### src/standby_halt_pkg.sv
// Constants for the standby and halt controller.
// Assumes one 200 MHz core clock that also stands for the oscillator input.
package standby_halt_pkg;
    localparam int          DATA_W        = 8;
    localparam int          ADDR_W        = 4;
    localparam logic [3:0]  CTRL_OFS      = 4'h0;
    localparam logic [3:0]  STATUS_OFS    = 4'h1;
    // Control register fields
    localparam int          MODE_LSB      = 0;
    localparam int          DRV_BIT       = 2;
    localparam int          WDEN_BIT      = 3;
    localparam logic [7:0]  CTRL_RST      = 8'h08;
    // Status register fields
    localparam int          STATE_LSB     = 0;
    localparam int          HELD_LSB      = 3;
    localparam int          BUSREL_BIT    = 5;
    // Halt mode encodings
    localparam logic [1:0]  MODE_RUN      = 2'h0;
    localparam logic [1:0]  MODE_STOP     = 2'h1;
    localparam logic [1:0]  MODE_IDLE1    = 2'h2;
    localparam logic [1:0]  MODE_IDLE2    = 2'h3;
    // Interrupt source codes, higher code wins
    localparam logic [1:0]  SRC_NONE      = 2'h0;
    localparam logic [1:0]  SRC_OTHER     = 2'h1;
    localparam logic [1:0]  SRC_EXT0      = 2'h2;
    localparam logic [1:0]  SRC_NMI       = 2'h3;
    // Timing
    localparam int          CLK_MHZ       = 200;
    localparam int          OSC_PER_STATE = 2;
    localparam int          ENTRY_OSC     = 3;
    localparam int          ENTRY_CYCLES  = ENTRY_OSC;
    localparam int          WARMUP_STATES = 16;
    localparam int          CNT_W         = 16;

    typedef enum logic [2:0] {
        ST_RUN   = 3'b000,
        ST_ENTER = 3'b001,
        ST_HALT  = 3'b010,
        ST_WARM  = 3'b011,
        ST_SERVE = 3'b100
    } halt_state_e;
endpackage

### src/standby_halt_control.sv
// Halt entry, stop gating, warm-up and release-interrupt ordering.
// Assumes CPU pulses halt_exec once per halt instruction, in core_clk.
// Overview of operation
// [RQ1] Internal stop rises when the mode selects stop and the halt instruction runs.
// [RQ2] With the drive-in-stop bit set, internal stop stays low even in stop halt.
// [RQ3] Halt in stop mode drops the oscillator enable low.
// [RQ4] Release from stop runs a warm-up count that holds the system clock off.
// [RQ5] One state is two oscillator clocks and all state timing uses it.
// [RQ6] NMI or external interrupt zero during the three-clock halt entry is held pending.
// [RQ7] After full entry a new interrupt releases halt; higher of it and held goes first.
// [RQ8] The watchdog is enabled from reset until software clears it.
// [RQ9] Watchdog and other I/O keep running while the bus is released.
// [RQ10] When warm-up expires the clock resumes and the releasing interrupt is served.
//
// The address-and-strobe port and the address map were left to the implementer.
module standby_halt_control #(
    parameter int WARMUP_STATES = standby_halt_pkg::WARMUP_STATES
) (
    input  wire logic                                core_clk,
    input  wire logic                                srst,
    input  wire logic [standby_halt_pkg::ADDR_W-1:0] reg_addr,
    input  wire logic [standby_halt_pkg::DATA_W-1:0] reg_wdata,
    input  wire logic                                reg_wr,
    input  wire logic                                reg_rd,
    output logic      [standby_halt_pkg::DATA_W-1:0] reg_rdata,
    input  wire logic                                halt_exec,
    input  wire logic                                nmi_pin_n,
    input  wire logic                                ext_irq_zero,
    input  wire logic                                other_irq,
    input  wire logic                                bus_release,
    output logic                                     internal_stop,
    output logic                                     osc_enable,
    output logic                                     sys_clk_en,
    output logic                                     state_tick,
    output logic                                     watchdog_enable,
    output logic                                     serve_valid,
    output logic      [1:0]                          serve_src
);
    typedef struct packed {
        standby_halt_pkg::halt_state_e st;
        logic [standby_halt_pkg::CNT_W-1:0] cnt;
        logic       phase;
        logic [1:0] mode;
        logic       drv;
        logic       wd_en;
        logic [1:0] nmi_sync;
        logic [1:0] ext_sync;
        logic [2:0] irq_seen;
        logic [1:0] held;
        logic [1:0] first;
        logic [1:0] second;
        logic       stop_out;
        logic       osc_out;
        logic       clk_out;
        logic       srv_v;
        logic [1:0] srv_src;
        logic [7:0] rdata;
    } ctl_s;

    ctl_s q;
    ctl_s d;
    logic       nmi_lvl;
    logic       ext_lvl;
    logic       new_req;
    logic [1:0] new_src;
    logic [2:0] req_lvl;
    logic [2:0] req_rise;

    // Pins pass two flops; only the second stage is looked at
    assign nmi_lvl = ~q.nmi_sync[1];
    assign ext_lvl = q.ext_sync[1];
    // Edges per source, so a held pin left asserted cannot mask a newer source
    assign req_lvl  = {nmi_lvl, ext_lvl, other_irq};
    assign req_rise = req_lvl & ~q.irq_seen;
    assign new_req  = |req_rise;
    assign new_src  = req_rise[2] ? standby_halt_pkg::SRC_NMI
                    : req_rise[1] ? standby_halt_pkg::SRC_EXT0
                    : req_rise[0] ? standby_halt_pkg::SRC_OTHER
                    : standby_halt_pkg::SRC_NONE;

    always_comb
    begin
        d          = q;
        d.nmi_sync = {q.nmi_sync[0], nmi_pin_n};
        d.ext_sync = {q.ext_sync[0], ext_irq_zero};
        d.phase    = ~q.phase; // RQ5
        d.srv_v    = 1'b0;
        d.srv_src  = standby_halt_pkg::SRC_NONE;
        d.rdata    = 8'h00;
        // Watchdog and I/O registers ignore bus_release on purpose
        if (reg_wr && reg_addr == standby_halt_pkg::CTRL_OFS) // RQ9
        begin
            d.mode  = reg_wdata[standby_halt_pkg::MODE_LSB +: 2];
            d.drv   = reg_wdata[standby_halt_pkg::DRV_BIT];
            d.wd_en = reg_wdata[standby_halt_pkg::WDEN_BIT]; // RQ8
        end
        if (reg_rd)
        begin
            case (reg_addr)
                standby_halt_pkg::CTRL_OFS:
                    d.rdata = {4'h0, q.wd_en, q.drv, q.mode};
                standby_halt_pkg::STATUS_OFS:
                    d.rdata = {2'h0, bus_release, q.held, q.st};
                default:
                    d.rdata = 8'h00;
            endcase
        end
        case (q.st)
            standby_halt_pkg::ST_RUN:
            begin
                if (halt_exec)
                begin
                    d.st      = standby_halt_pkg::ST_ENTER;
                    d.cnt     = standby_halt_pkg::CNT_W'(standby_halt_pkg::ENTRY_CYCLES - 1);
                    d.clk_out = 1'b0;
                    d.held    = standby_halt_pkg::SRC_NONE;
                    d.irq_seen = 3'h0;
                end
            end
            standby_halt_pkg::ST_ENTER:
            begin
                // NMI or external interrupt zero here is latched but does not release
                if ((nmi_lvl || ext_lvl) && q.held == standby_halt_pkg::SRC_NONE)
                    d.held = nmi_lvl ? standby_halt_pkg::SRC_NMI
                                     : standby_halt_pkg::SRC_EXT0; // RQ6
                d.irq_seen = req_lvl;
                if (q.cnt == '0)
                begin
                    d.st = standby_halt_pkg::ST_HALT;
                    if (q.mode == standby_halt_pkg::MODE_STOP)
                    begin
                        d.osc_out  = 1'b0;   // RQ3
                        d.stop_out = ~q.drv; // RQ1 RQ2
                    end
                end
                else
                    d.cnt = q.cnt - 1'b1;
            end
            standby_halt_pkg::ST_HALT:
            begin
                // A level still high from entry is not a new request
                d.irq_seen = req_lvl;
                if (new_req) // RQ7
                begin
                    d.stop_out = 1'b0;
                    d.osc_out  = 1'b1;
                    if (new_src >= q.held)
                    begin
                        d.first  = new_src;
                        d.second = q.held;
                    end
                    else
                    begin
                        d.first  = q.held;
                        d.second = new_src;
                    end
                    if (q.mode == standby_halt_pkg::MODE_STOP)
                    begin
                        d.st  = standby_halt_pkg::ST_WARM; // RQ4
                        d.cnt = standby_halt_pkg::CNT_W'(WARMUP_STATES - 1);
                    end
                    else
                    begin
                        d.st      = standby_halt_pkg::ST_SERVE;
                        d.clk_out = 1'b1;
                    end
                end
            end
            standby_halt_pkg::ST_WARM:
            begin
                // Counts states, so it advances on every second clock
                if (q.phase) // RQ5
                begin
                    if (q.cnt == '0)
                    begin
                        d.st      = standby_halt_pkg::ST_SERVE;
                        d.clk_out = 1'b1; // RQ10
                    end
                    else
                        d.cnt = q.cnt - 1'b1;
                end
            end
            standby_halt_pkg::ST_SERVE:
            begin
                d.srv_v   = 1'b1; // RQ7 RQ10
                d.srv_src = q.first;
                d.held    = standby_halt_pkg::SRC_NONE;
                if (q.second != standby_halt_pkg::SRC_NONE)
                begin
                    d.first  = q.second;
                    d.second = standby_halt_pkg::SRC_NONE;
                end
                else
                    d.st = standby_halt_pkg::ST_RUN;
            end
            default:
                d.st = standby_halt_pkg::ST_RUN;
        endcase
    end

    always_ff @(posedge core_clk)
    begin
        if (srst)
        begin
            q          <= '0;
            q.st       <= standby_halt_pkg::ST_RUN;
            q.mode     <= standby_halt_pkg::CTRL_RST[standby_halt_pkg::MODE_LSB +: 2];
            q.drv      <= standby_halt_pkg::CTRL_RST[standby_halt_pkg::DRV_BIT];
            q.wd_en    <= standby_halt_pkg::CTRL_RST[standby_halt_pkg::WDEN_BIT]; // RQ8
            q.nmi_sync <= 2'h3;
            q.osc_out  <= 1'b1;
            q.clk_out  <= 1'b1;
        end
        else
            q <= d;
    end

    assign reg_rdata       = q.rdata;
    assign internal_stop   = q.stop_out;
    assign osc_enable      = q.osc_out;
    assign sys_clk_en      = q.clk_out;
    assign state_tick      = q.phase;
    assign watchdog_enable = q.wd_en;
    assign serve_valid     = q.srv_v;
    assign serve_src       = q.srv_src;

    a_stop_rises: assert property (@(posedge core_clk) disable iff (srst) // RQ1
        q.st == standby_halt_pkg::ST_ENTER && q.cnt == '0
        && q.mode == standby_halt_pkg::MODE_STOP && !q.drv |=> internal_stop)
        else $error("stop did not rise after stop halt entry");
    a_stop_drive: assert property (@(posedge core_clk) disable iff (srst) // RQ2
        q.drv && $stable(q.drv) |-> !internal_stop)
        else $error("stop high with drive bit set");
    a_osc_off: assert property (@(posedge core_clk) disable iff (srst) // RQ3
        q.st == standby_halt_pkg::ST_HALT && q.mode == standby_halt_pkg::MODE_STOP
        |-> !osc_enable)
        else $error("oscillator running in stop halt");
    a_warm_clk: assert property (@(posedge core_clk) disable iff (srst) // RQ4
        q.st == standby_halt_pkg::ST_WARM |-> !sys_clk_en && osc_enable)
        else $error("clock out during warm-up");
    a_state_tick: assert property (@(posedge core_clk) disable iff (srst) // RQ5
        state_tick |=> !state_tick ##1 state_tick)
        else $error("state tick not divide by two");
    a_entry_len: assert property (@(posedge core_clk) disable iff (srst) // RQ6
        q.st == standby_halt_pkg::ST_RUN && halt_exec
        |=> q.st == standby_halt_pkg::ST_ENTER [*3] ##1 q.st == standby_halt_pkg::ST_HALT)
        else $error("halt entry not three clocks");
    a_entry_hold: assert property (@(posedge core_clk) disable iff (srst) // RQ6
        q.st == standby_halt_pkg::ST_ENTER && nmi_lvl |=> q.held != standby_halt_pkg::SRC_NONE)
        else $error("request during entry not held");
    a_order: assert property (@(posedge core_clk) disable iff (srst) // RQ7
        serve_valid && $past(serve_valid) |-> serve_src < $past(serve_src))
        else $error("lower priority served first");
    a_wd_reset: assert property (@(posedge core_clk) // RQ8
        $past(srst) |-> watchdog_enable)
        else $error("watchdog off after reset");
    a_serve_clk: assert property (@(posedge core_clk) disable iff (srst) // RQ10
        serve_valid |-> sys_clk_en)
        else $error("serving with clock stopped");

    c_stop_cycle: cover property (@(posedge core_clk) disable iff (srst)
        q.st == standby_halt_pkg::ST_WARM ##[1:1000] serve_valid);
    c_two_serves: cover property (@(posedge core_clk) disable iff (srst)
        serve_valid ##1 serve_valid);
    c_idle_release: cover property (@(posedge core_clk) disable iff (srst)
        q.st == standby_halt_pkg::ST_HALT && q.mode != standby_halt_pkg::MODE_STOP
        ##1 q.st == standby_halt_pkg::ST_SERVE);
endmodule // standby_halt_control

### config.mk
export PLATFORM = sky130hd
export DESIGN_NAME = standby_halt_control
export DESIGN_NICKNAME = d
export VERILOG_FILES = /design/src/standby_halt_pkg.sv /design/src/standby_halt_control.sv
export SDC_FILE = /design/constraint.sdc
export NUM_CORES = 1
export LEC_CHECK = 0
export BUFFER_PORTS_ARGS = -buffer_cell sky130_fd_sc_hd__buf_2
export CORE_MARGIN = 2
export CORE_UTILIZATION = 45
export CTS_BUF_LIST = sky130_fd_sc_hd__clkbuf_8
export DETAILED_ROUTE_END_ITERATION = 8
export GPL_TIMING_DRIVEN = 0
export HOLD_SLACK_MARGIN = 0.05
export PLACE_DENSITY = 0.63
export SYNTH_ARGS = -nofsm -noshare
export SYNTH_HDL_FRONTEND = slang
export SYNTH_SLANG_ARGS = --single-unit
### constraint.sdc
create_clock -name core_clk -period 3.8 [get_ports core_clk]
set_input_delay 0.19 -clock core_clk [delete_from_list [all_inputs] [get_ports core_clk]]
set_output_delay 0.19 -clock core_clk [all_outputs]
set_load 0.01 [all_outputs]
* Yosys cells after proc, flatten, opt, wreduce, memory -nomap -nowiden
Index checks and enable logic that the tools add are counted.
** Cells by class
- Add/sub/neg operators :: 1
- $lt $le $gt $ge :: 1
- Equality and inequality tests :: 17
- Muxes and demuxes :: 33
- Bitwise operators :: 7
- Reduce and logical (&&, ||, !) cells :: 25
** Operator list (number)
- $pmux 16 s4 :: 1
- $mux 19 :: 3
- $mux 16 :: 2
- $ne 2x2->1 const B :: 11
- $logic_not 16->1 :: 1
- $sub 16x1->16 const B :: 1
- $mux 3 :: 5
- $pmux 3 s5 :: 1
- $pmux 6 s2 :: 1
- $reduce_and 6->1 :: 2
- $mux 2 :: 5
- $mux 4 :: 2
- $pmux 4 s2 :: 1
- $reduce_bool 2->1 :: 4
- $mux 7 :: 1
- $eq 3x2->1 const B :: 2
- $mux 1 :: 6
- $pmux 2 s3 :: 1
- $pmux 3 s2 :: 1
- $reduce_and 3->1 :: 2
- $reduce_bool 3->1 :: 2
- $reduce_or 2->1 :: 3
- $mux 5 :: 1
- $not 1->1 :: 5
- 19 further kinds :: 20
** Storage, ports and cells
- Register bits after elaboration :: 51
- Input port bits :: 21
- Output and inout bits :: 16
- Logic and storage cells :: 102

* Depth between registers and ports, before layout
Gate-level depths: netlist of run 1.
- Depth after elaboration :: 9
- Mapped depth :: 9
- Gate-level depth less buffers :: 9

* Least setup slack after synthesis of run 1
Ideal clock, no wire load.
- Path kind :: register -> register
- From :: reg q[32] (netlist name)
- To :: reg q[50] (netlist name)
- Library setup time :: 0.070 ns
- Data arrival time :: 1.929 ns
- Data required time :: 3.730 ns
- Path slack :: 1.800 ns
- Stages on the path, launching flop included :: 8
- Path buffers :: 0
- Clock period less this slack :: 2.000 ns
- Path through :: dfxtp_1 > inv_1 > ha_1 > nor4b_1 > and4_1 > a22oi_1 > or4b_1 > a21oi_1
** On the way
- Cells in the longest elaborated chain, start to end :: 3
- Elaborated cells on any way between the ends :: 4
- Classes of those cells :: 2 x eq/ne; 2 x reduce/logical
** RTL lines
- start: declaration :: line standby_halt_control.sv:60 : ctl_s q;
- $logic_not 16->1 (*) :: line standby_halt_control.sv:127, standby_halt_control.sv:174
- $ne 2x2->1 (no source line)
- $reduce_and 6->1 (no source line) (*)
Mark *: on every way between the ends. The rest lies on a longest branch, timed or not.
A chain may end at the register's enable or synchronous reset.

* Worst setup path in the final report of run 1
- From :: reg q[32] (netlist name)
- To :: reg q[32] (netlist name)
** On the way
- Cells in the longest elaborated chain, start to end :: 4
- Elaborated cells on any way between the ends :: 5
- Classes of those cells :: 1 x add/sub; 3 x mux; 1 x reduce/logical
** RTL lines
- $sub 16x1->16 / $logic_not 16->1 (equally long branches)
- $mux 16 (*) :: line standby_halt_control.sv:127, standby_halt_control.sv:174
- $mux 19 :: line standby_halt_control.sv:172 : if (q.phase)
- $pmux 16 s4 (*) :: line standby_halt_control.sv:108 : case (q.st)
Mark *: on every way between the ends. The rest lies on a longest branch, timed or not. The select of a mux whose other input is x is not followed.

==> summary.md, run 1 <==
| Metric | Value |
|---|---|
| Max-cap viol count | 0 |
| Die X | between 70 and 80 um |
| Critical path endpoint category | flip-flop |
| Async SR Flop Fraction | 0% |
| Dpl hpwl | 3.96 mm |
| Die area | 5930 sq um |
| Final ANT Viol Nets | 0 |
| # fillers | about 500 |
| CP arrival | ~2900 ps |
| Register bit total from synthesis | between 40 and 50 |
| Hold buffers post-CTS | 0 |
| Min Clock Period, post-route | ~2600 ps |
| Total net switching power | about 0.9 mW |
| Nets | between 300 and 400 |
| Die height | 77.0 um |
| CP required | between 4000 and 5000 ps |
| Skew-Pair Late Insertion Delay | 300 ps |
| Delay-heaviest family, CP | simple AND/OR/NAND/NOR gates |
| DRC viols | 0 |
| Root buf cell | clkbuf_8 |
| Max Slew Vio Count | 0 |
| Netlist cell types | 52 |
| Initial DRC count | 120 |
| IO Pins | 37 |
| N_diodes | 0 |
| Most used flip-flop cell after synthesis | dfxtp_1 |
| TritonCTS clock tree | built |
| Final setup viols | 0 |
| Yosys Warn Count | 0 |
| Synth area leader | dfxtp_1 |
| Slowest CP cell | nor4b_1 |
| First-pass GRT wire length | roughly 9 mm |
| Vias per cell | 5.44 |
| Comb pwr share | between 40 and 50% |
| Share of the synthesized area in the top cell type | 40.9% |
| Count leader, synth | dfxtp_1 |
| Total GRT Usage | 18.6% |
| Switching share of power | roughly 40% |
| Mapped Area | between 2000 and 2500 sq um |
| Leakage | ~1.1 nW |
| Grt ovf | 0 |
| Post CTS Setup Buffer Count | 0 |
| GPL Wtd Cong | about 0.82 |
| PwrDens | approximately 800 nW/um^2 |
| Clock Power Share | between 10% and 20% |
| Via Count | 2,148 |
| H-tree levels | 2 |
| Max IR drop VDD | 0.320 mV |
| Hold WC Path Type | input port to flip-flop |
| Fin util | a little over half |
| Fin. Hold Viols | 0 |
| Unrepaired setup endpoints after global routing | no |
| Routed WL | between 5 and 6 mm |
| Post-CTS sizing | 0 |
| # port buffers | 30 |
| Crit path max fanout | 10 |
| Largest net degree at the start of global routing | 16 |
| Initial antenna violation count | 0 |
| Row Count | 26 |
| Startpoint Class | flip-flop |
| Wire length per cell | approximately 13 um |
| TritonCTS buffer count | 5 |
| CTS clock-pin slew for the worst setup and hold paths | roughly 90 ps |
| Ratio of cells with drive above 1 in the final layout | 19.4% |
| Syn Inst Count | between 200 and 300 |
| Setup TNS | 0 ps |
| Max Freq | ~380 MHz |
| Mean Syn Cell Area | 8.39 sq um |
| Status | complete, no violations |
| Crit share post-route | ~70% |
| Slew margin rel. | between 10% and 20% |
| Setup CP Type | flip-flop to flip-flop |
| Area contributors post-synth | dfxtp_1 41%, a21oi_1 5.8%, nor2_1 3.9% |
| Starting density of the core | between 40 and 50% |
| Worst Skew | about 11 ps |
| Initial DRT Pass Iterations | 4 |
| Int Power | 1.31 mW |
| Seq/Total Area, Yosys | roughly 40% |
| CP max stage delay | 490 ps |
| Clock Sinks | 49 |
| Core area | slightly above 5000 sq um |
| Area growth syn-to-layout | 15.6% |
| Clock Tree Buf Depth | 2 |
| Most common library cells after synthesis | 49 x dfxtp_1, 28 x a21oi_1, 25 x nor2_1 |
| Vias in the first global route | between 1,500 and 2,000 |
| Post-synth EDFFs | 0 |
| Part of the power in registers | between 30 and 40% |
| Cells along the critical path | inv_1 > ha_1 > nor4b_1 > nand4_1 > o211ai_1 > buf_2 > buf_2 > a211oi_1 > a211oi_1 |
| Total Power | 2.20 mW |
| Critical path buffers and inverters | 3 |
| Worst Tran Pin Value | around 1200 ps |
## logic make-up (layout without fill, tap and decap cells)
logic type / Yosys count / count (layout) / share of synthesized area (%)
adder cells (fa/ha/maj): 5 / 5 / 2.61
AND/OR/NAND/NOR: 117 / 117 / 27.9
buffers and inverters: 31 / 69 / 6.57
flip-flops: 49 / 49 / 40.9
AO/OA/AOI/OAI: 79 / 79 / 20.2
multiplexers: 3 / 3 / 1.30
XOR/XNOR: 1 / 1 / 0.365
other: 1 / 2 / 0.156
## flip-flops by register name (all words and copies together) (netlist names)
| register | flops |
|---|---|
| d | 2 |
| q | 32 |
| watchdog_enable | 1 |
| osc_enable | 1 |
| ext_lvl | 1 |
| serve_src | 2 |
| state_tick | 1 |
| sys_clk_en | 1 |
| serve_valid | 1 |
| reg_rdata | 6 |
| internal_stop | 1 |
## power groups by stage
stage / registers [mW] / logic [mW] / clock network, mW
after global placement: 0.721 / 1.03 / 0
after detailed placement: 0.723 / 1.04 / 0
final: 0.713 / 1.05 / 0.434
after global routing: 0.732 / 1.18 / 0.466
after floorplan: 0.699 / 0.819 / 0
after CTS: 0.712 / 1.04 / 0.445
## path summary, 6_finish.rpt
| kind | start | end | slack [ps] | cells past startpoint |
|---|---|---|---|---|
| worst max-delay path | q[32] | q[32] | 1160 | 9 |
| worst min-delay path | nmi_pin_n | d[26] | 70 | 2 |
| worst max register to register | q[32] | q[32] | 1160 | 9 |
| worst min register to register | d[26] | q[26] | 410 | 1 |
## stage by stage
step                cell area [sq um]  instances  hold WS, ps  setup slack (ps)
floorplan                        2400        287          294              1800
global placement                 2640        387          373              1220
detailed placement               2640        387          374              1190
CTS                              2770        395         59.1              1160
global route                     2770        395         65.3               846
finish                           2770        395         71.2              1160
## final cells by class
type / instances / area (sq um) / share of cell area (%)
clock inverter: 3 / 65.1 / 2.35
timing repair buffer: 30 / 150 / 5.41
buffer: 23 / 128 / 4.60
sequential: 49 / 981 / 35.4
clock buffer: 5 / 68.8 / 2.48
inverter: 8 / 30.0 / 1.08
tap: 70 / 87.6 / 3.16
multi-input combinational: 207 / 1260 / 45.6
## placed cells by master (no fill, tap or decap), types with 2 or more instances in the layout
cell       Yosys  final
bufinv_16      0      2
dfxtp_1       49     49
nand2_1       13     13
or2_2          4      4
clkbuf_1       8      8
o31ai_1        5      5
nand3_1       12     12
nor2b_1        8      8
or4_1          3      3
inv_1          8      8
a22oi_1       10     10
nand4b_1       2      2
o211ai_1       3      3
o41ai_1        2      2
buf_1          2      2
and3_1         2      2
a211oi_1       3      3
nand4_1        3      3
ha_1           5      5
nor3_1         6      6
mux2i_1        2      2
a21oi_1       28     28
or3_1          8      8
and2_1         4      4
buf_4         10     10
or4b_1         2      2
a21o_1         3      3
nor2_1        25     25
clkbuf_8       0      5
nor4b_1        4      4
o21ai_0       17     17
nand2b_1       8      8
conb_1         1      2
buf_2          3     33
nor4_1         4      4
## metal layers
metal | vias to the layer above | global-route usage, % | part of all wire (%)
li1 | 1111 | - | -
met1 | 980 | 27.0 | 54
met4 | 0 | 3.93 | 0.77
met5 | - | 0 | 0
met3 | 4 | 4.59 | 4.1
met2 | 53 | 28.0 | 41
Note: power is estimated with default switching activity, not from simulation.
==> run 2: changes to the inputs <==
- clock period: 3.8 -> 2.7 ns (I/O delays scaled with it)
==> summary.md, run 2 (synthesized netlist as in run 1, its figures left out) <==
| Metric | Value |
|---|---|
| Status | complete, no violations |
| Initial DRT Pass Iterations | 5 |
| Final setup viols | 0 |
| Crit share post-route | 89.6% |
| Cells along the critical path | inv_1 > ha_1 > nor4b_4 > nand4_1 > o211ai_1 > buf_2 > buf_2 > a211oi_1 > a211oi_1 |
| Wire length per cell | 13.3 um |
| First-pass GRT wire length | between 9 and 10 mm |
| Crit path max fanout | 10 |
| Setup CP Type | flip-flop to flip-flop |
| N_diodes | 0 |
| Area growth syn-to-layout | 17.1% |
| Min Clock Period, post-route | 2420 ps |
| Root buf cell | clkbuf_8 |
| Ratio of cells with drive above 1 in the final layout | 19.6% |
| Hold WC Path Type | input port to flip-flop |
| Total net switching power | about 1.3 mW |
| Die area | about 5900 sq um |
| CP arrival | between 2000 and 3000 ps |
| Routed WL | between 5 and 6 mm |
| Commonest non-fill, non-tap cells in the layout | 49 x dfxtp_1, 33 x buf_2, 28 x a21oi_1 |
| Largest net degree at the start of global routing | 16 |
| Critical path endpoint category | flip-flop |
| Max FFs per register | 32 |
| Nets | between 300 and 400 |
| Comb pwr share | between 40 and 50% |
| Biggest register | q |
| IO Pins | 37 |
| Slowest CP cell | dfxtp_1 |
| Clock Tree Buf Depth | 2 |
| Final ANT Viol Nets | 0 |
| Met2 GRT Util | between 20 and 30% |
| Met3 usage | under 10% |
| Int Power | between 1.5 and 2 mW |
| FF/Latch Area | around 980 sq um |
| GRT Max-Usage Layer | met2 |
| Clock Sinks | 49 |
| Most common cell after layout, fill and taps aside | dfxtp_1 |
| Skew-Pair Late Insertion Delay | about 300 ps |
| Slew margin rel. | around 18% |
| CP max stage delay | 330 ps |
| Fin. Hold Viols | 0 |
| Max IR drop VDD | roughly 0.47 mV |
| Die X | 77.0 um |
| Switching share of power | 40.3% |
| Starting density of the core | 46.7% |
| Initial antenna violation count | 0 |
| Max-cap viol count | 0 |
| Initial DRC count | about 130 |
| Via Count | around 2,100 |
| Max Freq | 413 MHz |
| Leakage | 1.16 nW |
| Grt ovf | 0 |
| Die height | roughly 77 um |
| Post CTS Setup Buffer Count | 0 |
| Total GRT Usage | about a fifth |
| GPL Wtd Cong | 0.823 |
| CTS clock-pin slew for the worst setup and hold paths | ~90 ps |
| # port buffers | 30 |
| Worst hold slack | around 57 ps |
| Dpl hpwl | approximately 4.0 mm |
| Clock Power Share | between 10% and 20% |
| Worst Tran Pin Value | 1220 ps |
| Vias per cell | 5.40 |
| Row Count | 26 |
| Setup TNS | 0 ps |
| H-tree levels | 2 |
| Max Slew Vio Count | 0 |
| Unrepaired setup endpoints after global routing | no |
| Worst Skew | 11.6 ps |
| # fillers | 500 |
| TritonCTS clock tree | built |
| TritonCTS buffer count | 5 |
| Core area | around 5100 sq um |
| DRC viols | 0 |
| Vias in the first global route | 1,931 |
| M1 GR Usage | around 27% |
| Footprint of the multi-input gates | ~1300 sq um |
| Part of the power in registers | 32.4% |
| CP required | 2910 ps |
| PwrDens | roughly 1100 nW/um^2 |
| Startpoint Class | flip-flop |
==> run 2: changes by cell type in the layout (fill, tap and decap cells not counted) <==
cell | previous run | this run
nor4b_4 | 0 | 1
nor4b_1 | 4 | 3
dlygate4sd3_1 | 0 | 2
==> run 2: worst max-delay path: cells and delay by family (launching register included) <==
| kind | cells | cell delay (ps) |
|---|---|---|
| buffers and inverters | 3 | 620 |
| AO/OA/AOI/OAI | 3 | 580 |
| AND/OR/NAND/NOR | 2 | 520 |
| flip-flops | 1 | 330 |
| adder cells (fa/ha/maj) | 1 | 280 |
==> run 2: through the flow <==
step	total power [mW]	std cells	utilization, %	area (sq um)	worst slack, ps
3_3_place_gp	2.46	387	51.4	2640	122
4_1_cts	3.10	397	54.4	2790	64.7
2_1_floorplan	2.14	287	-	2400	700
6_report	3.12	397	54.6	2810	280
3_5_place_dp	2.48	387	51.4	2640	92.5
5_1_grt	3.38	397	54.6	2810	37.1
==> run 2: cell type report <==
type | count | share of cell area (%)
Clock inverter | 3 | 2.32
Tap cell | 70 | 3.12
Multi-Input combinational cell | 207 | 45.5
Inverter | 8 | 1.07
Clock buffer | 5 | 2.45
Sequential cell | 49 | 34.9
Buffer | 23 | 4.54
Timing Repair Buffer | 32 | 6.06
==> run 2: power by group through the flow <==
stage	combinational (mW)	clock [mW]	sequential, mW
5_1_grt	1.69	0.656	1.04
6_report	1.50	0.611	1.01
4_1_cts	1.47	0.626	1.00
3_3_place_gp	1.45	0	1.01
3_5_place_dp	1.46	0	1.02
2_1_floorplan	1.15	0	0.983
==> run 2: final timing paths <==
| check | from | end | slack [ps] | cells past startpoint |
|---|---|---|---|---|
| setup / recovery | q[32] | q[32] | 280 | 9 |
| setup reg to reg | q[32] | q[32] | 280 | 9 |
| hold / removal | bus_release | reg_rdata[5] | 60 | 2 |
| hold reg to reg | d[26] | q[26] | 410 | 1 |
==> run 2: per-layer routing <==
layer | up-vias | wire (um)
met5 | - | 0
met2 | 55 | 2180
li1 | 1114 | -
met1 | 972 | 2840
met3 | 4 | 241
met4 | 0 | 41
==> run 2: timing repair <==
action / CTS / global route
endpoints found under the hold margin: 2 / 0
hold buffers: 2 / 0
gates resized for setup: 0 / 2
setup endpoints to repair: 0 / 16
